==> config.mk <==
export PLATFORM = sky130hd
export DESIGN_NAME = bms_top
export DESIGN_NICKNAME = d
export VERILOG_FILES = /design/src/bms_pkg.sv /design/src/bms_sync3.sv /design/src/bms_top.sv
export VERILOG_INCLUDE_DIRS = /design/src
export SDC_FILE = /design/constraint.sdc
export NUM_CORES = 1
export LEC_CHECK = 0
export BUFFER_PORTS_ARGS = -buffer_cell sky130_fd_sc_hd__buf_2
export CORE_ASPECT_RATIO = 0.9
export CORE_MARGIN = 1.5
export CORE_UTILIZATION = 50
export CTS_CLUSTER_DIAMETER = 50
export DETAILED_ROUTE_END_ITERATION = 10
export GPL_ROUTABILITY_DRIVEN = 0
export MAX_ROUTING_LAYER = met4
export PLACE_DENSITY = 0.75
export SLEW_MARGIN = 20
export SYNTH_ARGS = -nofsm -noshare
export SYNTH_HDL_FRONTEND = slang
export SYNTH_SLANG_ARGS = --single-unit
export TNS_END_PERCENT = 5
==> constraint.sdc <==
create_clock -name ref_clk_i -period 4.9 [get_ports ref_clk_i]
set_clock_uncertainty 0.2 [all_clocks]
set_input_delay 0.49 -clock ref_clk_i [delete_from_list [all_inputs] [get_ports ref_clk_i]]
set_output_delay 0.49 -clock ref_clk_i [all_outputs]
set_load 0.005 [all_outputs]
==> src/bms_consts.svh <==
// Summary of operation
// [RULE1] Enable below wake level keeps supply and switching off.
// [RULE2] Enable between wake and precision levels powers supply, switch node idle.
// [RULE3] Above precision enable, switch only while input supply exceeds 3 V.
// [RULE4] On-time or off-time limit lowers switching frequency to stay regulated.
// [RULE5] Automatic mode uses light-load pulse skipping with diode emulation.
// [RULE6] Forced fixed-frequency mode disables diode emulation, allows reverse current.
// [RULE7] Synchronized mode follows external clock unless on/off-time limits prevent it.
// [RULE8] While synchronized, behave as forced fixed-frequency, diode emulation off.
// [RULE9] Level-dependent control ignores external clocks, never synchronizes.
// [RULE10] Ground: auto with spread; mid: forced with spread; top: forced without.
// [RULE11] Level selection applies only after the dwell time at one level.
// [RULE12] Spread spectrum off during frequency foldback, restored afterwards.
// [RULE13] 100 kilohm strap to ground fixes auto mode without spread spectrum.
// [RULE14] Controller drives a valid sync pulse train to start pulse control.
// [RULE15] Pulse control begins when fourth pulse of a valid train completes.
// [RULE16] Pulse control persists until restart; only restart returns level control.
// [RULE17] Enable input is always driven to a defined level.
// [RULE18] Pin holds one level at least 16.5 us before selection accepted.
// [RULE19] Low excursion must last at least 100 ns to count as pulse.
// [RULE20] Synchronized mode entered after valid sync present 2048 cycles.
// [RULE21] Mode decisions use one-hot comparator code: ground, mid, top, strap.
`ifndef BMS_CONSTS_SVH
`define BMS_CONSTS_SVH

`define BMS_CLK_MHZ         40
`define BMS_T_MODE_NS       16500
`define BMS_T_MODE_CYC      ((`BMS_T_MODE_NS * `BMS_CLK_MHZ + 999) / 1000)
`define BMS_T_PULSE_L_NS    100
`define BMS_T_PULSE_L_CYC   ((`BMS_T_PULSE_L_NS * `BMS_CLK_MHZ + 999) / 1000)
`define BMS_T_SYNC_NS       8000
`define BMS_T_SYNC_CYC      ((`BMS_T_SYNC_NS * `BMS_CLK_MHZ) / 1000)
`define BMS_ENTRY_PULSES    4
`define BMS_LOCK_PULSES     2048

`define BMS_CODE_GND        4'h1
`define BMS_CODE_MID        4'h2
`define BMS_CODE_TOP        4'h4
`define BMS_CODE_STRAP      4'h8

`define BMS_REG_CTRL        8'h00
`define BMS_REG_STATUS      8'h04
`define BMS_CTRL_SS_INH     0
`define BMS_CTRL_RESET      32'h0000_0000
`define BMS_ST_PWR_LSB      0
`define BMS_ST_MODE_LSB     2
`define BMS_ST_PULSE        4
`define BMS_ST_SS           5
`define BMS_ST_FOLD         6
`define BMS_ST_STRAP        7
`define BMS_ST_FOLLOW       8
`define BMS_RESP_OKAY       2'h0
`define BMS_RESP_SLVERR     2'h2

`endif

==> src/bms_pkg.sv <==
package bms_pkg;

    typedef enum logic [1:0]
    {
        bms_shut = 2'h0,
        bms_stby = 2'h1,
        bms_run  = 2'h3
    } bms_pwr_e;

    typedef enum logic [1:0]
    {
        bms_auto   = 2'h0,
        bms_forced = 2'h1,
        bms_sync   = 2'h3
    } bms_mode_e;

endpackage

==> src/bms_sync3.sv <==
`timescale 1ns/100ps
`default_nettype none

module bms_sync3 #(
    parameter int W = 8
) (
    input  wire logic         ref_clk_i,
    input  wire logic         sys_rst_i,
    input  wire logic         clk_en_i,
    input  wire logic [W-1:0] async_i,
    output logic      [W-1:0] sync_o
);

    genvar g;
    generate
        for (g = 0; g < W; g++)
        begin : g_bit
            logic s1_q;
            logic s2_q;
            logic s3_q;
            logic out_q;
            // change accepted once second and third stages agree
            always_ff @(posedge ref_clk_i)
            begin
                if (sys_rst_i)
                begin
                    s1_q  <= 1'b0;
                    s2_q  <= 1'b0;
                    s3_q  <= 1'b0;
                    out_q <= 1'b0;
                end
                else if (clk_en_i)
                begin
                    s1_q <= async_i[g];
                    s2_q <= s1_q;
                    s3_q <= s2_q;
                    if (s2_q == s3_q)
                    begin
                        out_q <= s3_q;
                    end
                end
            end
            assign sync_o[g] = out_q;
        end
    endgenerate

endmodule

`default_nettype wire

==> src/bms_top.sv <==
`timescale 1ns/100ps
`default_nettype none
`include "bms_consts.svh"

module bms_top
    import bms_pkg::*;
(
    input  wire logic        ref_clk_i,
    input  wire logic        sys_rst_i,
    input  wire logic        clk_en_i,
    input  wire logic        en_wake_i,
    input  wire logic        en_prec_i,
    input  wire logic        vin_ok_i,
    input  wire logic        mode_pin_i,
    input  wire logic [3:0]  pin_code_i,
    input  wire logic        ton_limit_i,
    input  wire logic        toff_limit_i,
    input  wire logic [7:0]  s_axi_awaddr_i,
    input  wire logic        s_axi_awvalid_i,
    output logic             s_axi_awready_o,
    input  wire logic [31:0] s_axi_wdata_i,
    input  wire logic [3:0]  s_axi_wstrb_i,
    input  wire logic        s_axi_wvalid_i,
    output logic             s_axi_wready_o,
    output logic [1:0]       s_axi_bresp_o,
    output logic             s_axi_bvalid_o,
    input  wire logic        s_axi_bready_i,
    input  wire logic [7:0]  s_axi_araddr_i,
    input  wire logic        s_axi_arvalid_i,
    output logic             s_axi_arready_o,
    output logic [31:0]      s_axi_rdata_o,
    output logic [1:0]       s_axi_rresp_o,
    output logic             s_axi_rvalid_o,
    input  wire logic        s_axi_rready_i,
    output logic             vcc_en_o,
    output logic             sw_en_o,
    output logic             pfm_en_o,
    output logic             diode_emul_o,
    output logic             ss_en_o,
    output logic             fold_o,
    output logic             sync_follow_o,
    output logic             pulse_ctrl_o,
    output logic [1:0]       mode_o
);

    localparam int T_MODE_M1 = `BMS_T_MODE_CYC - 1;

    logic [7:0]  sync_s;
    logic        wake_s;
    logic        prec_s;
    logic        vin_s;
    logic        lvl_s;
    logic [3:0]  code_s;
    logic        restart;
    logic        lim;
    logic        fall;
    logic        rise;
    logic        valid_pulse;
    logic        stale;
    logic        lvl_apply;
    logic        pls_apply;
    bms_pwr_e    pwr_q;
    bms_mode_e   mode_q;
    logic        ss_sel_q;
    logic        strap_fixed_q;
    logic        pulse_q;
    logic        lvl_prev_q;
    logic        high_ok_q;
    logic [9:0]  run_cnt_q;
    logic [11:0] train_cnt_q;
    logic [1:0]  burst_cnt_q;
    logic [3:0]  code_prev_q;
    logic [9:0]  dwell_cnt_q;
    logic        pfm_q;
    logic        de_q;
    logic        ss_q;
    logic        fold_q;
    logic        follow_q;
    logic [31:0] ctrl_q;
    logic        aw_hold_q;
    logic [7:0]  awaddr_q;
    logic        w_hold_q;
    logic [31:0] wdata_q;
    logic [3:0]  wstrb_q;
    logic        bvalid_q;
    logic [1:0]  bresp_q;
    logic        rvalid_q;
    logic [31:0] rdata_q;
    logic [1:0]  rresp_q;
    logic [31:0] status;

    ////////////////////////////////////////////////////////////////////////////////
    // input synchronisers

    bms_sync3 #(
        .W (8)
    ) u_sync (
        .ref_clk_i (ref_clk_i),
        .sys_rst_i (sys_rst_i),
        .clk_en_i  (clk_en_i),
        .async_i   ({pin_code_i, mode_pin_i, vin_ok_i, en_prec_i, en_wake_i}),
        .sync_o    (sync_s)
    );

    assign wake_s = sync_s[0];
    assign prec_s = sync_s[1];
    assign vin_s  = sync_s[2];
    assign lvl_s  = sync_s[3];
    assign code_s = sync_s[7:4];

    ////////////////////////////////////////////////////////////////////////////////
    // power sequencing

    always_ff @(posedge ref_clk_i)
    begin
        if (sys_rst_i)
        begin
            pwr_q <= bms_shut;
        end
        else if (clk_en_i)
        begin
            unique case (pwr_q)
                bms_shut:
                begin
                    if (wake_s)
                    begin
                        pwr_q <= bms_stby; // RULE2
                    end
                end
                bms_stby:
                begin
                    if (!wake_s)
                    begin
                        pwr_q <= bms_shut; // RULE1
                    end
                    else if (prec_s && vin_s)
                    begin
                        pwr_q <= bms_run; // RULE3
                    end
                end
                bms_run:
                begin
                    if (!wake_s)
                    begin
                        pwr_q <= bms_shut; // RULE1
                    end
                    else if (!(prec_s && vin_s))
                    begin
                        pwr_q <= bms_stby; // RULE3
                    end
                end
                default:
                begin
                    pwr_q <= bms_shut;
                end
            endcase
        end
    end

    assign vcc_en_o = pwr_q[0];
    assign sw_en_o  = pwr_q[1];
    assign restart  = (pwr_q == bms_shut);
    assign lim      = ton_limit_i || toff_limit_i;

    ////////////////////////////////////////////////////////////////////////////////
    // pulse timing on the mode pin

    assign fall  = lvl_prev_q && !lvl_s;
    assign rise  = !lvl_prev_q && lvl_s;
    assign stale = (run_cnt_q >= 10'(`BMS_T_SYNC_CYC));
    assign valid_pulse = rise && high_ok_q
        && (run_cnt_q >= 10'(`BMS_T_PULSE_L_CYC - 1)) // RULE19
        && (run_cnt_q < 10'(`BMS_T_SYNC_CYC));

    always_ff @(posedge ref_clk_i)
    begin
        if (sys_rst_i)
        begin
            lvl_prev_q <= 1'b0;
            run_cnt_q  <= 10'h000;
            high_ok_q  <= 1'b0;
        end
        else if (clk_en_i)
        begin
            lvl_prev_q <= lvl_s;
            if (fall || rise)
            begin
                run_cnt_q <= 10'h000;
            end
            else if (run_cnt_q != 10'h3FF)
            begin
                run_cnt_q <= run_cnt_q + 10'h001;
            end
            if (fall)
            begin
                high_ok_q <= (run_cnt_q < 10'(`BMS_T_SYNC_CYC));
            end
        end
    end

    always_ff @(posedge ref_clk_i)
    begin
        if (sys_rst_i)
        begin
            train_cnt_q <= 12'h000;
        end
        else if (clk_en_i)
        begin
            if (stale || (rise && !valid_pulse))
            begin
                train_cnt_q <= 12'h000;
            end
            else if (valid_pulse && train_cnt_q != 12'(`BMS_LOCK_PULSES))
            begin
                train_cnt_q <= train_cnt_q + 12'h001;
            end
        end
    end

    // entry into pulse control, left only by restart
    always_ff @(posedge ref_clk_i)
    begin
        if (sys_rst_i)
        begin
            pulse_q <= 1'b0;
        end
        else if (clk_en_i)
        begin
            if (restart)
            begin
                pulse_q <= 1'b0; // RULE16
            end
            else if (valid_pulse && train_cnt_q == 12'(`BMS_ENTRY_PULSES - 1))
            begin
                pulse_q <= 1'b1; // RULE15
            end
        end
    end

    always_ff @(posedge ref_clk_i)
    begin
        if (sys_rst_i)
        begin
            burst_cnt_q <= 2'h0;
        end
        else if (clk_en_i)
        begin
            if (pls_apply)
            begin
                burst_cnt_q <= 2'h0;
            end
            else if (valid_pulse && burst_cnt_q != 2'h3)
            begin
                burst_cnt_q <= burst_cnt_q + 2'h1;
            end
        end
    end

    ////////////////////////////////////////////////////////////////////////////////
    // level dwell on the comparator code

    always_ff @(posedge ref_clk_i)
    begin
        if (sys_rst_i)
        begin
            code_prev_q <= 4'h0;
            dwell_cnt_q <= 10'h000;
        end
        else if (clk_en_i)
        begin
            code_prev_q <= code_s;
            if (code_s != code_prev_q)
            begin
                dwell_cnt_q <= 10'h000;
            end
            else if (dwell_cnt_q != 10'h3FF)
            begin
                dwell_cnt_q <= dwell_cnt_q + 10'h001;
            end
        end
    end

    assign lvl_apply = !pulse_q && !strap_fixed_q && !restart
        && (dwell_cnt_q == 10'(T_MODE_M1)); // RULE11 RULE18 RULE21
    assign pls_apply = pulse_q && (run_cnt_q == 10'(T_MODE_M1)); // RULE18

    ////////////////////////////////////////////////////////////////////////////////
    // mode selection

    always_ff @(posedge ref_clk_i)
    begin
        if (sys_rst_i)
        begin
            mode_q        <= bms_auto;
            ss_sel_q      <= 1'b1;
            strap_fixed_q <= 1'b0;
        end
        else if (clk_en_i)
        begin
            if (restart)
            begin
                mode_q        <= bms_auto;
                ss_sel_q      <= 1'b1;
                strap_fixed_q <= 1'b0;
            end
            else if (lvl_apply)
            begin
                case (code_s) // RULE10 RULE9
                    `BMS_CODE_GND:
                    begin
                        mode_q   <= bms_auto;
                        ss_sel_q <= 1'b1;
                    end
                    `BMS_CODE_MID:
                    begin
                        mode_q   <= bms_forced;
                        ss_sel_q <= 1'b1;
                    end
                    `BMS_CODE_TOP:
                    begin
                        mode_q   <= bms_forced;
                        ss_sel_q <= 1'b0;
                    end
                    `BMS_CODE_STRAP:
                    begin
                        mode_q        <= bms_auto; // RULE13
                        ss_sel_q      <= 1'b0;
                        strap_fixed_q <= 1'b1;
                    end
                    default:
                    begin
                        mode_q <= mode_q;
                    end
                endcase
            end
            else if (pulse_q && valid_pulse
                && train_cnt_q == 12'(`BMS_LOCK_PULSES - 1))
            begin
                mode_q   <= bms_sync; // RULE20
                ss_sel_q <= 1'b0;
            end
            else if (pls_apply)
            begin
                mode_q   <= lvl_s ? bms_forced : bms_auto;
                ss_sel_q <= (burst_cnt_q != 2'h2);
            end
        end
    end

    ////////////////////////////////////////////////////////////////////////////////
    // converter controls

    always_ff @(posedge ref_clk_i)
    begin
        if (sys_rst_i)
        begin
            pfm_q    <= 1'b0;
            de_q     <= 1'b1;
            ss_q     <= 1'b0;
            fold_q   <= 1'b0;
            follow_q <= 1'b0;
        end
        else if (clk_en_i)
        begin
            pfm_q    <= sw_en_o && (mode_q == bms_auto); // RULE5
            de_q     <= (mode_q == bms_auto); // RULE6 RULE8
            fold_q   <= sw_en_o && lim; // RULE4
            ss_q     <= sw_en_o && ss_sel_q && !lim && !ctrl_q[`BMS_CTRL_SS_INH]; // RULE12
            follow_q <= sw_en_o && (mode_q == bms_sync) && !lim; // RULE7
        end
    end

    assign pfm_en_o      = pfm_q;
    assign diode_emul_o  = de_q;
    assign ss_en_o       = ss_q;
    assign fold_o        = fold_q;
    assign sync_follow_o = follow_q;
    assign pulse_ctrl_o  = pulse_q;
    assign mode_o        = mode_q;

    ////////////////////////////////////////////////////////////////////////////////
    // register slave

    assign status = {23'h0, follow_q, strap_fixed_q, fold_q, ss_q, pulse_q, mode_q, pwr_q};

    assign s_axi_awready_o = !aw_hold_q && !bvalid_q;
    assign s_axi_wready_o  = !w_hold_q && !bvalid_q;
    assign s_axi_arready_o = !rvalid_q;
    assign s_axi_bvalid_o  = bvalid_q;
    assign s_axi_bresp_o   = bresp_q;
    assign s_axi_rvalid_o  = rvalid_q;
    assign s_axi_rdata_o   = rdata_q;
    assign s_axi_rresp_o   = rresp_q;

    always_ff @(posedge ref_clk_i)
    begin
        if (sys_rst_i)
        begin
            aw_hold_q <= 1'b0;
            awaddr_q  <= 8'h00;
            w_hold_q  <= 1'b0;
            wdata_q   <= 32'h0000_0000;
            wstrb_q   <= 4'h0;
            bvalid_q  <= 1'b0;
            bresp_q   <= `BMS_RESP_OKAY;
            ctrl_q    <= `BMS_CTRL_RESET;
        end
        else if (clk_en_i)
        begin
            if (s_axi_awvalid_i && s_axi_awready_o)
            begin
                aw_hold_q <= 1'b1;
                awaddr_q  <= s_axi_awaddr_i;
            end
            if (s_axi_wvalid_i && s_axi_wready_o)
            begin
                w_hold_q <= 1'b1;
                wdata_q  <= s_axi_wdata_i;
                wstrb_q  <= s_axi_wstrb_i;
            end
            if (aw_hold_q && w_hold_q && !bvalid_q)
            begin
                aw_hold_q <= 1'b0;
                w_hold_q  <= 1'b0;
                bvalid_q  <= 1'b1;
                bresp_q   <= `BMS_RESP_OKAY;
                if (awaddr_q == `BMS_REG_CTRL)
                begin
                    if (wstrb_q[0])
                    begin
                        ctrl_q[0] <= wdata_q[0];
                    end
                end
                else if (awaddr_q != `BMS_REG_STATUS)
                begin
                    bresp_q <= `BMS_RESP_SLVERR;
                end
            end
            else if (bvalid_q && s_axi_bready_i)
            begin
                bvalid_q <= 1'b0;
            end
        end
    end

    always_ff @(posedge ref_clk_i)
    begin
        if (sys_rst_i)
        begin
            rvalid_q <= 1'b0;
            rdata_q  <= 32'h0000_0000;
            rresp_q  <= `BMS_RESP_OKAY;
        end
        else if (clk_en_i)
        begin
            if (s_axi_arvalid_i && s_axi_arready_o)
            begin
                rvalid_q <= 1'b1;
                rresp_q  <= `BMS_RESP_OKAY;
                if (s_axi_araddr_i == `BMS_REG_CTRL)
                begin
                    rdata_q <= ctrl_q;
                end
                else if (s_axi_araddr_i == `BMS_REG_STATUS)
                begin
                    rdata_q <= status;
                end
                else
                begin
                    rdata_q <= 32'h0000_0000;
                    rresp_q <= `BMS_RESP_SLVERR;
                end
            end
            else if (rvalid_q && s_axi_rready_i)
            begin
                rvalid_q <= 1'b0;
            end
        end
    end
endmodule

`default_nettype wire

==> results.md <==
- In this run, the number of DRC markers left after iteration 0 of detailed routing was ~160.
- The DRC violation count after routing is 0.
- The critical path capture point type is a register.
- The I/O pin count is 121.
- Data on the critical path is required at its endpoint by around 5000 ps.
- Synthesis handed over a netlist of 582 instances.
- Setup repair after global routing left no endpoint under its margin.
- Power spread over the standard cell area amounts to approximately 280 nW/um2.
- In the synthesized netlist, the cells that appear most often are sky130_fd_sc_hd__dfxtp_1 (110), sky130_fd_sc_hd__nor2_1 (86), sky130_fd_sc_hd__mux2i_1 (43).
- The leading area contributor after synthesis is sky130_fd_sc_hd__dfxtp_1.
- Summed over all layers, the global routing overflow is 0.
- The transition at the pin with the smallest max-transition slack is about 950 ps.
- The global router's overall resource usage is approximately a fifth.
- Across the whole layout, storage elements account for around 2200 um2.
- The buffer cell driving the clock tree root is sky130_fd_sc_hd__clkbuf_8.
- The minimum period implied by the final worst setup slack is 2680 ps.
- The largest net degree at the start of global routing is 60.
- TritonCTS built the clock tree.
- The count of nets left with antenna violations once routing finished came out at 0.
- For this run, the leading register cell type out of synthesis is sky130_fd_sc_hd__dfxtp_1.
- Setup violations remaining at the end of the flow were counted as 0.
- Across the VDD grid, the largest voltage drop is between 0.00015 and 0.0002 V.
- Along the worst path, the maximum fanout reaches around 60.
- The first-pass GRT wire length is roughly 17 mm.
- The via count of the routed design is approximately 4200.
- The initial antenna violation count is 0.
- The final standard cell utilization of the core is between 50% and 60%.
- The detail-routed net length per standard cell is 13.47 um.
- The final sum of negative setup slack is 0 ps.
- Once the floorplan was initialized, standard cells occupied around 52% of the core.
- The number of gates resized after CTS was 0.
- The post-synthesis to final-layout area growth is 9.891%.
- The worst setup path endpoint is s_axi_rdata_o[8].
- The core region is 9742 um2.
- Counting along the longest clock path gives a buffer depth of 2.
- The run finished with clean final reports.
- The layout cell share with drive strength beyond 1 is between 10% and 20%.
- The startpoint identified for the worst register-to-register timing path is u_sync.g_bit[4].out_q.
- The insertion delay to the later sink of the worst-skew pair is around 370 ps.
- The number of port buffers is approximately 60.
- The buffer count from post-CTS setup fixing is 0.
- Wires add up to slightly above 10 mm.
- The post-layout net count is between 700 and 800.
- Counting every sink on the clock net gives 110.
- Detailed placement finished with a half-perimeter wire length of ~7 mm.
- The proportion of synthesized flip-flops having asynchronous set or reset is 0%.
- The minimum setup slack in the final design is roughly 2200 ps.
- In this run the vertical extent of the chip is between 90 and 100 um.
- The headroom to the max-slew limit is 35.82%.
- sky130_fd_sc_hd__dfxtp_1 is the most common cell in the netlist.
- The repair_antennas step left the layout with diodes totalling 0.
- Ranked by total cell area, the synthesized netlist is headed by sky130_fd_sc_hd__dfxtp_1 (44%), sky130_fd_sc_hd__mux2i_1 (8.5%), sky130_fd_sc_hd__nor2_1 (6.4%).
- The max-cap violation count is 0.
- In this run the critical register-to-register path is captured at dwell_cnt_q[0].
- After synthesis the netlist holds a flip-flop and latch count of between 100 and 150.
- The count of cells along the worst register-to-register path is 6.
- The area of the die is roughly 11000 um2.
- The count of flip-flops with a built-in enable after synthesis is 0.
- The count of yosys warnings during synthesis is 0.
- The register-to-register setup slack is about 2400 ps.
- The portion of the post-synthesis area used by sequential elements is about 44%.
- The static power due to leakage is about 0.0022 uW.
- The worst setup path is of the in2reg kind.
- The setup slack at placement is between 1500 and 2000 ps.
- In the finished design, the share of the clock period the worst path needs comes to a little over half.
- The floorplan step set the die width to 108.8 um.
- The number of global-route vias before repair is just under 4000.
- The per-instance average area after synthesis is 8.651 um2.
- The most critical setup path has its startpoint at clk_en_i.
- The kind of path behind the tightest hold check is in2reg.
- The portion of synthesized cell area occupied by the leading cell type is roughly 44%.
- For the worst setup path, the data arrival time is roughly 2800 ps.
- The launching element type of the critical path is an input port.
- For this run, the detailed router's first-pass iteration total came to 4.
- The final hold violation count is 0.
- The per-cell via count in the routed design is roughly 5.5.
- The number of max-slew violations in the final report is 0.
- The mapped netlist covers between 5000 and 6000 um2.
- The clock-pin slew on the worst setup and hold paths is between 100 and 150 ps.
- The synthesized netlist contains 52 unique library cells.
- After floorplanning, the core was divided into 34 placement rows.
- The clock tree synthesis step divided the H-tree into 3 levels.
- After clock tree synthesis, the flow added hold-fix buffers numbering 0.
- Summing all multi-input logic gate instances after layout gives approximately 2600 um2.
- In this run, CTS created clock tree buffers numbering 9.
- The maximum clock frequency is about 0.37 GHz.
- The filler cells instantiated in the layout total 893.
-- metrics by stage --
step | cell area, um2 | cells | total power [uW] | hold WS, ps
after floorplan | 5125 | 606 | 1030 | 235.7
final | 5533 | 761 | 1563 | 142.7
after global placement | 5331 | 745 | 1047 | 241.3
after detailed placement | 5331 | 745 | 1052 | 262.1
after global routing | 5533 | 761 | 1626 | 125.0
after CTS | 5524 | 761 | 1574 | 132.8
-- cells in the final DEF (no fill, tap or decap), types with 15 or more instances in the layout --
master and count:
sky130_fd_sc_hd__inv_1 18, sky130_fd_sc_hd__buf_2 61, sky130_fd_sc_hd__or3_1 15, sky130_fd_sc_hd__a21oi_1 36
sky130_fd_sc_hd__o21ai_0 25, sky130_fd_sc_hd__nor3_1 19, sky130_fd_sc_hd__dfxtp_1 110, sky130_fd_sc_hd__nand2_1 41
sky130_fd_sc_hd__nor2_1 86, sky130_fd_sc_hd__conb_1 25, sky130_fd_sc_hd__mux2i_1 43, sky130_fd_sc_hd__xnor2_1 20
-- cell type report --
| cell class | instances | area share, % |
|---|---|---|
| multi-input cells | 426 | 46.59 |
| flip-flops and latches | 110 | 39.80 |
| repair buffers | 65 | 6.061 |
| well taps | 126 | 2.849 |
| clock buffers | 10 | 2.307 |
| inverters | 18 | 1.221 |
| clock inverters | 6 | 1.176 |
-- worst min path at each step --
stage                               from  cells after the start                    end  slack (ps)
floorplan           u_sync.g_bit[4].s3_q                      2  u_sync.g_bit[4].out_q         240
global placement    u_sync.g_bit[4].s3_q                      2  u_sync.g_bit[4].out_q         240
detailed placement  u_sync.g_bit[2].s2_q                      2  u_sync.g_bit[2].out_q         260
CTS                        pin_code_i[3]                      3   u_sync.g_bit[7].s1_q         130
global route           s_axi_awaddr_i[6]                      3            awaddr_q[6]         120
finish                  s_axi_wdata_i[0]                      3             wdata_q[0]         140
-- critical path, cell delays in order --
cell                       delay (ps)
sky130_fd_sc_hd__buf_2             90
sky130_fd_sc_hd__buf_4            590
sky130_fd_sc_hd__nand3b_1         510
sky130_fd_sc_hd__nor3_1           480
sky130_fd_sc_hd__and2_1           390
sky130_fd_sc_hd__a22oi_1          120
sky130_fd_sc_hd__nor2_1           120
-- layer usage --
metal	GRT usage, %	vias to the layer above	wire (um)
met2	33.38	107	4907
li1	-	2085	-
met5	-	-	0
met1	25.56	1962	4703
met4	5.567	0	123
met3	5.073	12	517
-- power by group --
part | switching (uW) | internal (uW)
Clock | 331 | 201
Combinational | 64.3 | 42.8
Sequential | 13.5 | 911
-- state kept, by name, summed over array words and instances (netlist names), 2 cells and up --
name,cells
burst_cnt_q,2
pwr_q,2
dwell_cnt_q,10
u_sync.g_bit.out_q,8
u_sync.g_bit.s3_q,8
run_cnt_q,10
u_sync.g_bit.s1_q,8
mode_o,2
awaddr_q,8
train_cnt_q,12
s_axi_rdata_o,9
u_sync.g_bit.s2_q,8
code_prev_q,4
-- kinds of logic after synthesis --
| group | synth area share, % |
|---|---|
| and+or+nand+nor | 22.22 |
| DFF | 43.74 |
| AOI/OAI and AO/OA | 12.55 |
| buffers and inverters | 7.157 |
| muxes | 8.549 |
| xor gates and xnor gates | 3.479 |
| adders and majority gates | 2.237 |
| other | 0.07448 |
No activity file was read; power rests on OpenSTA's default activity.
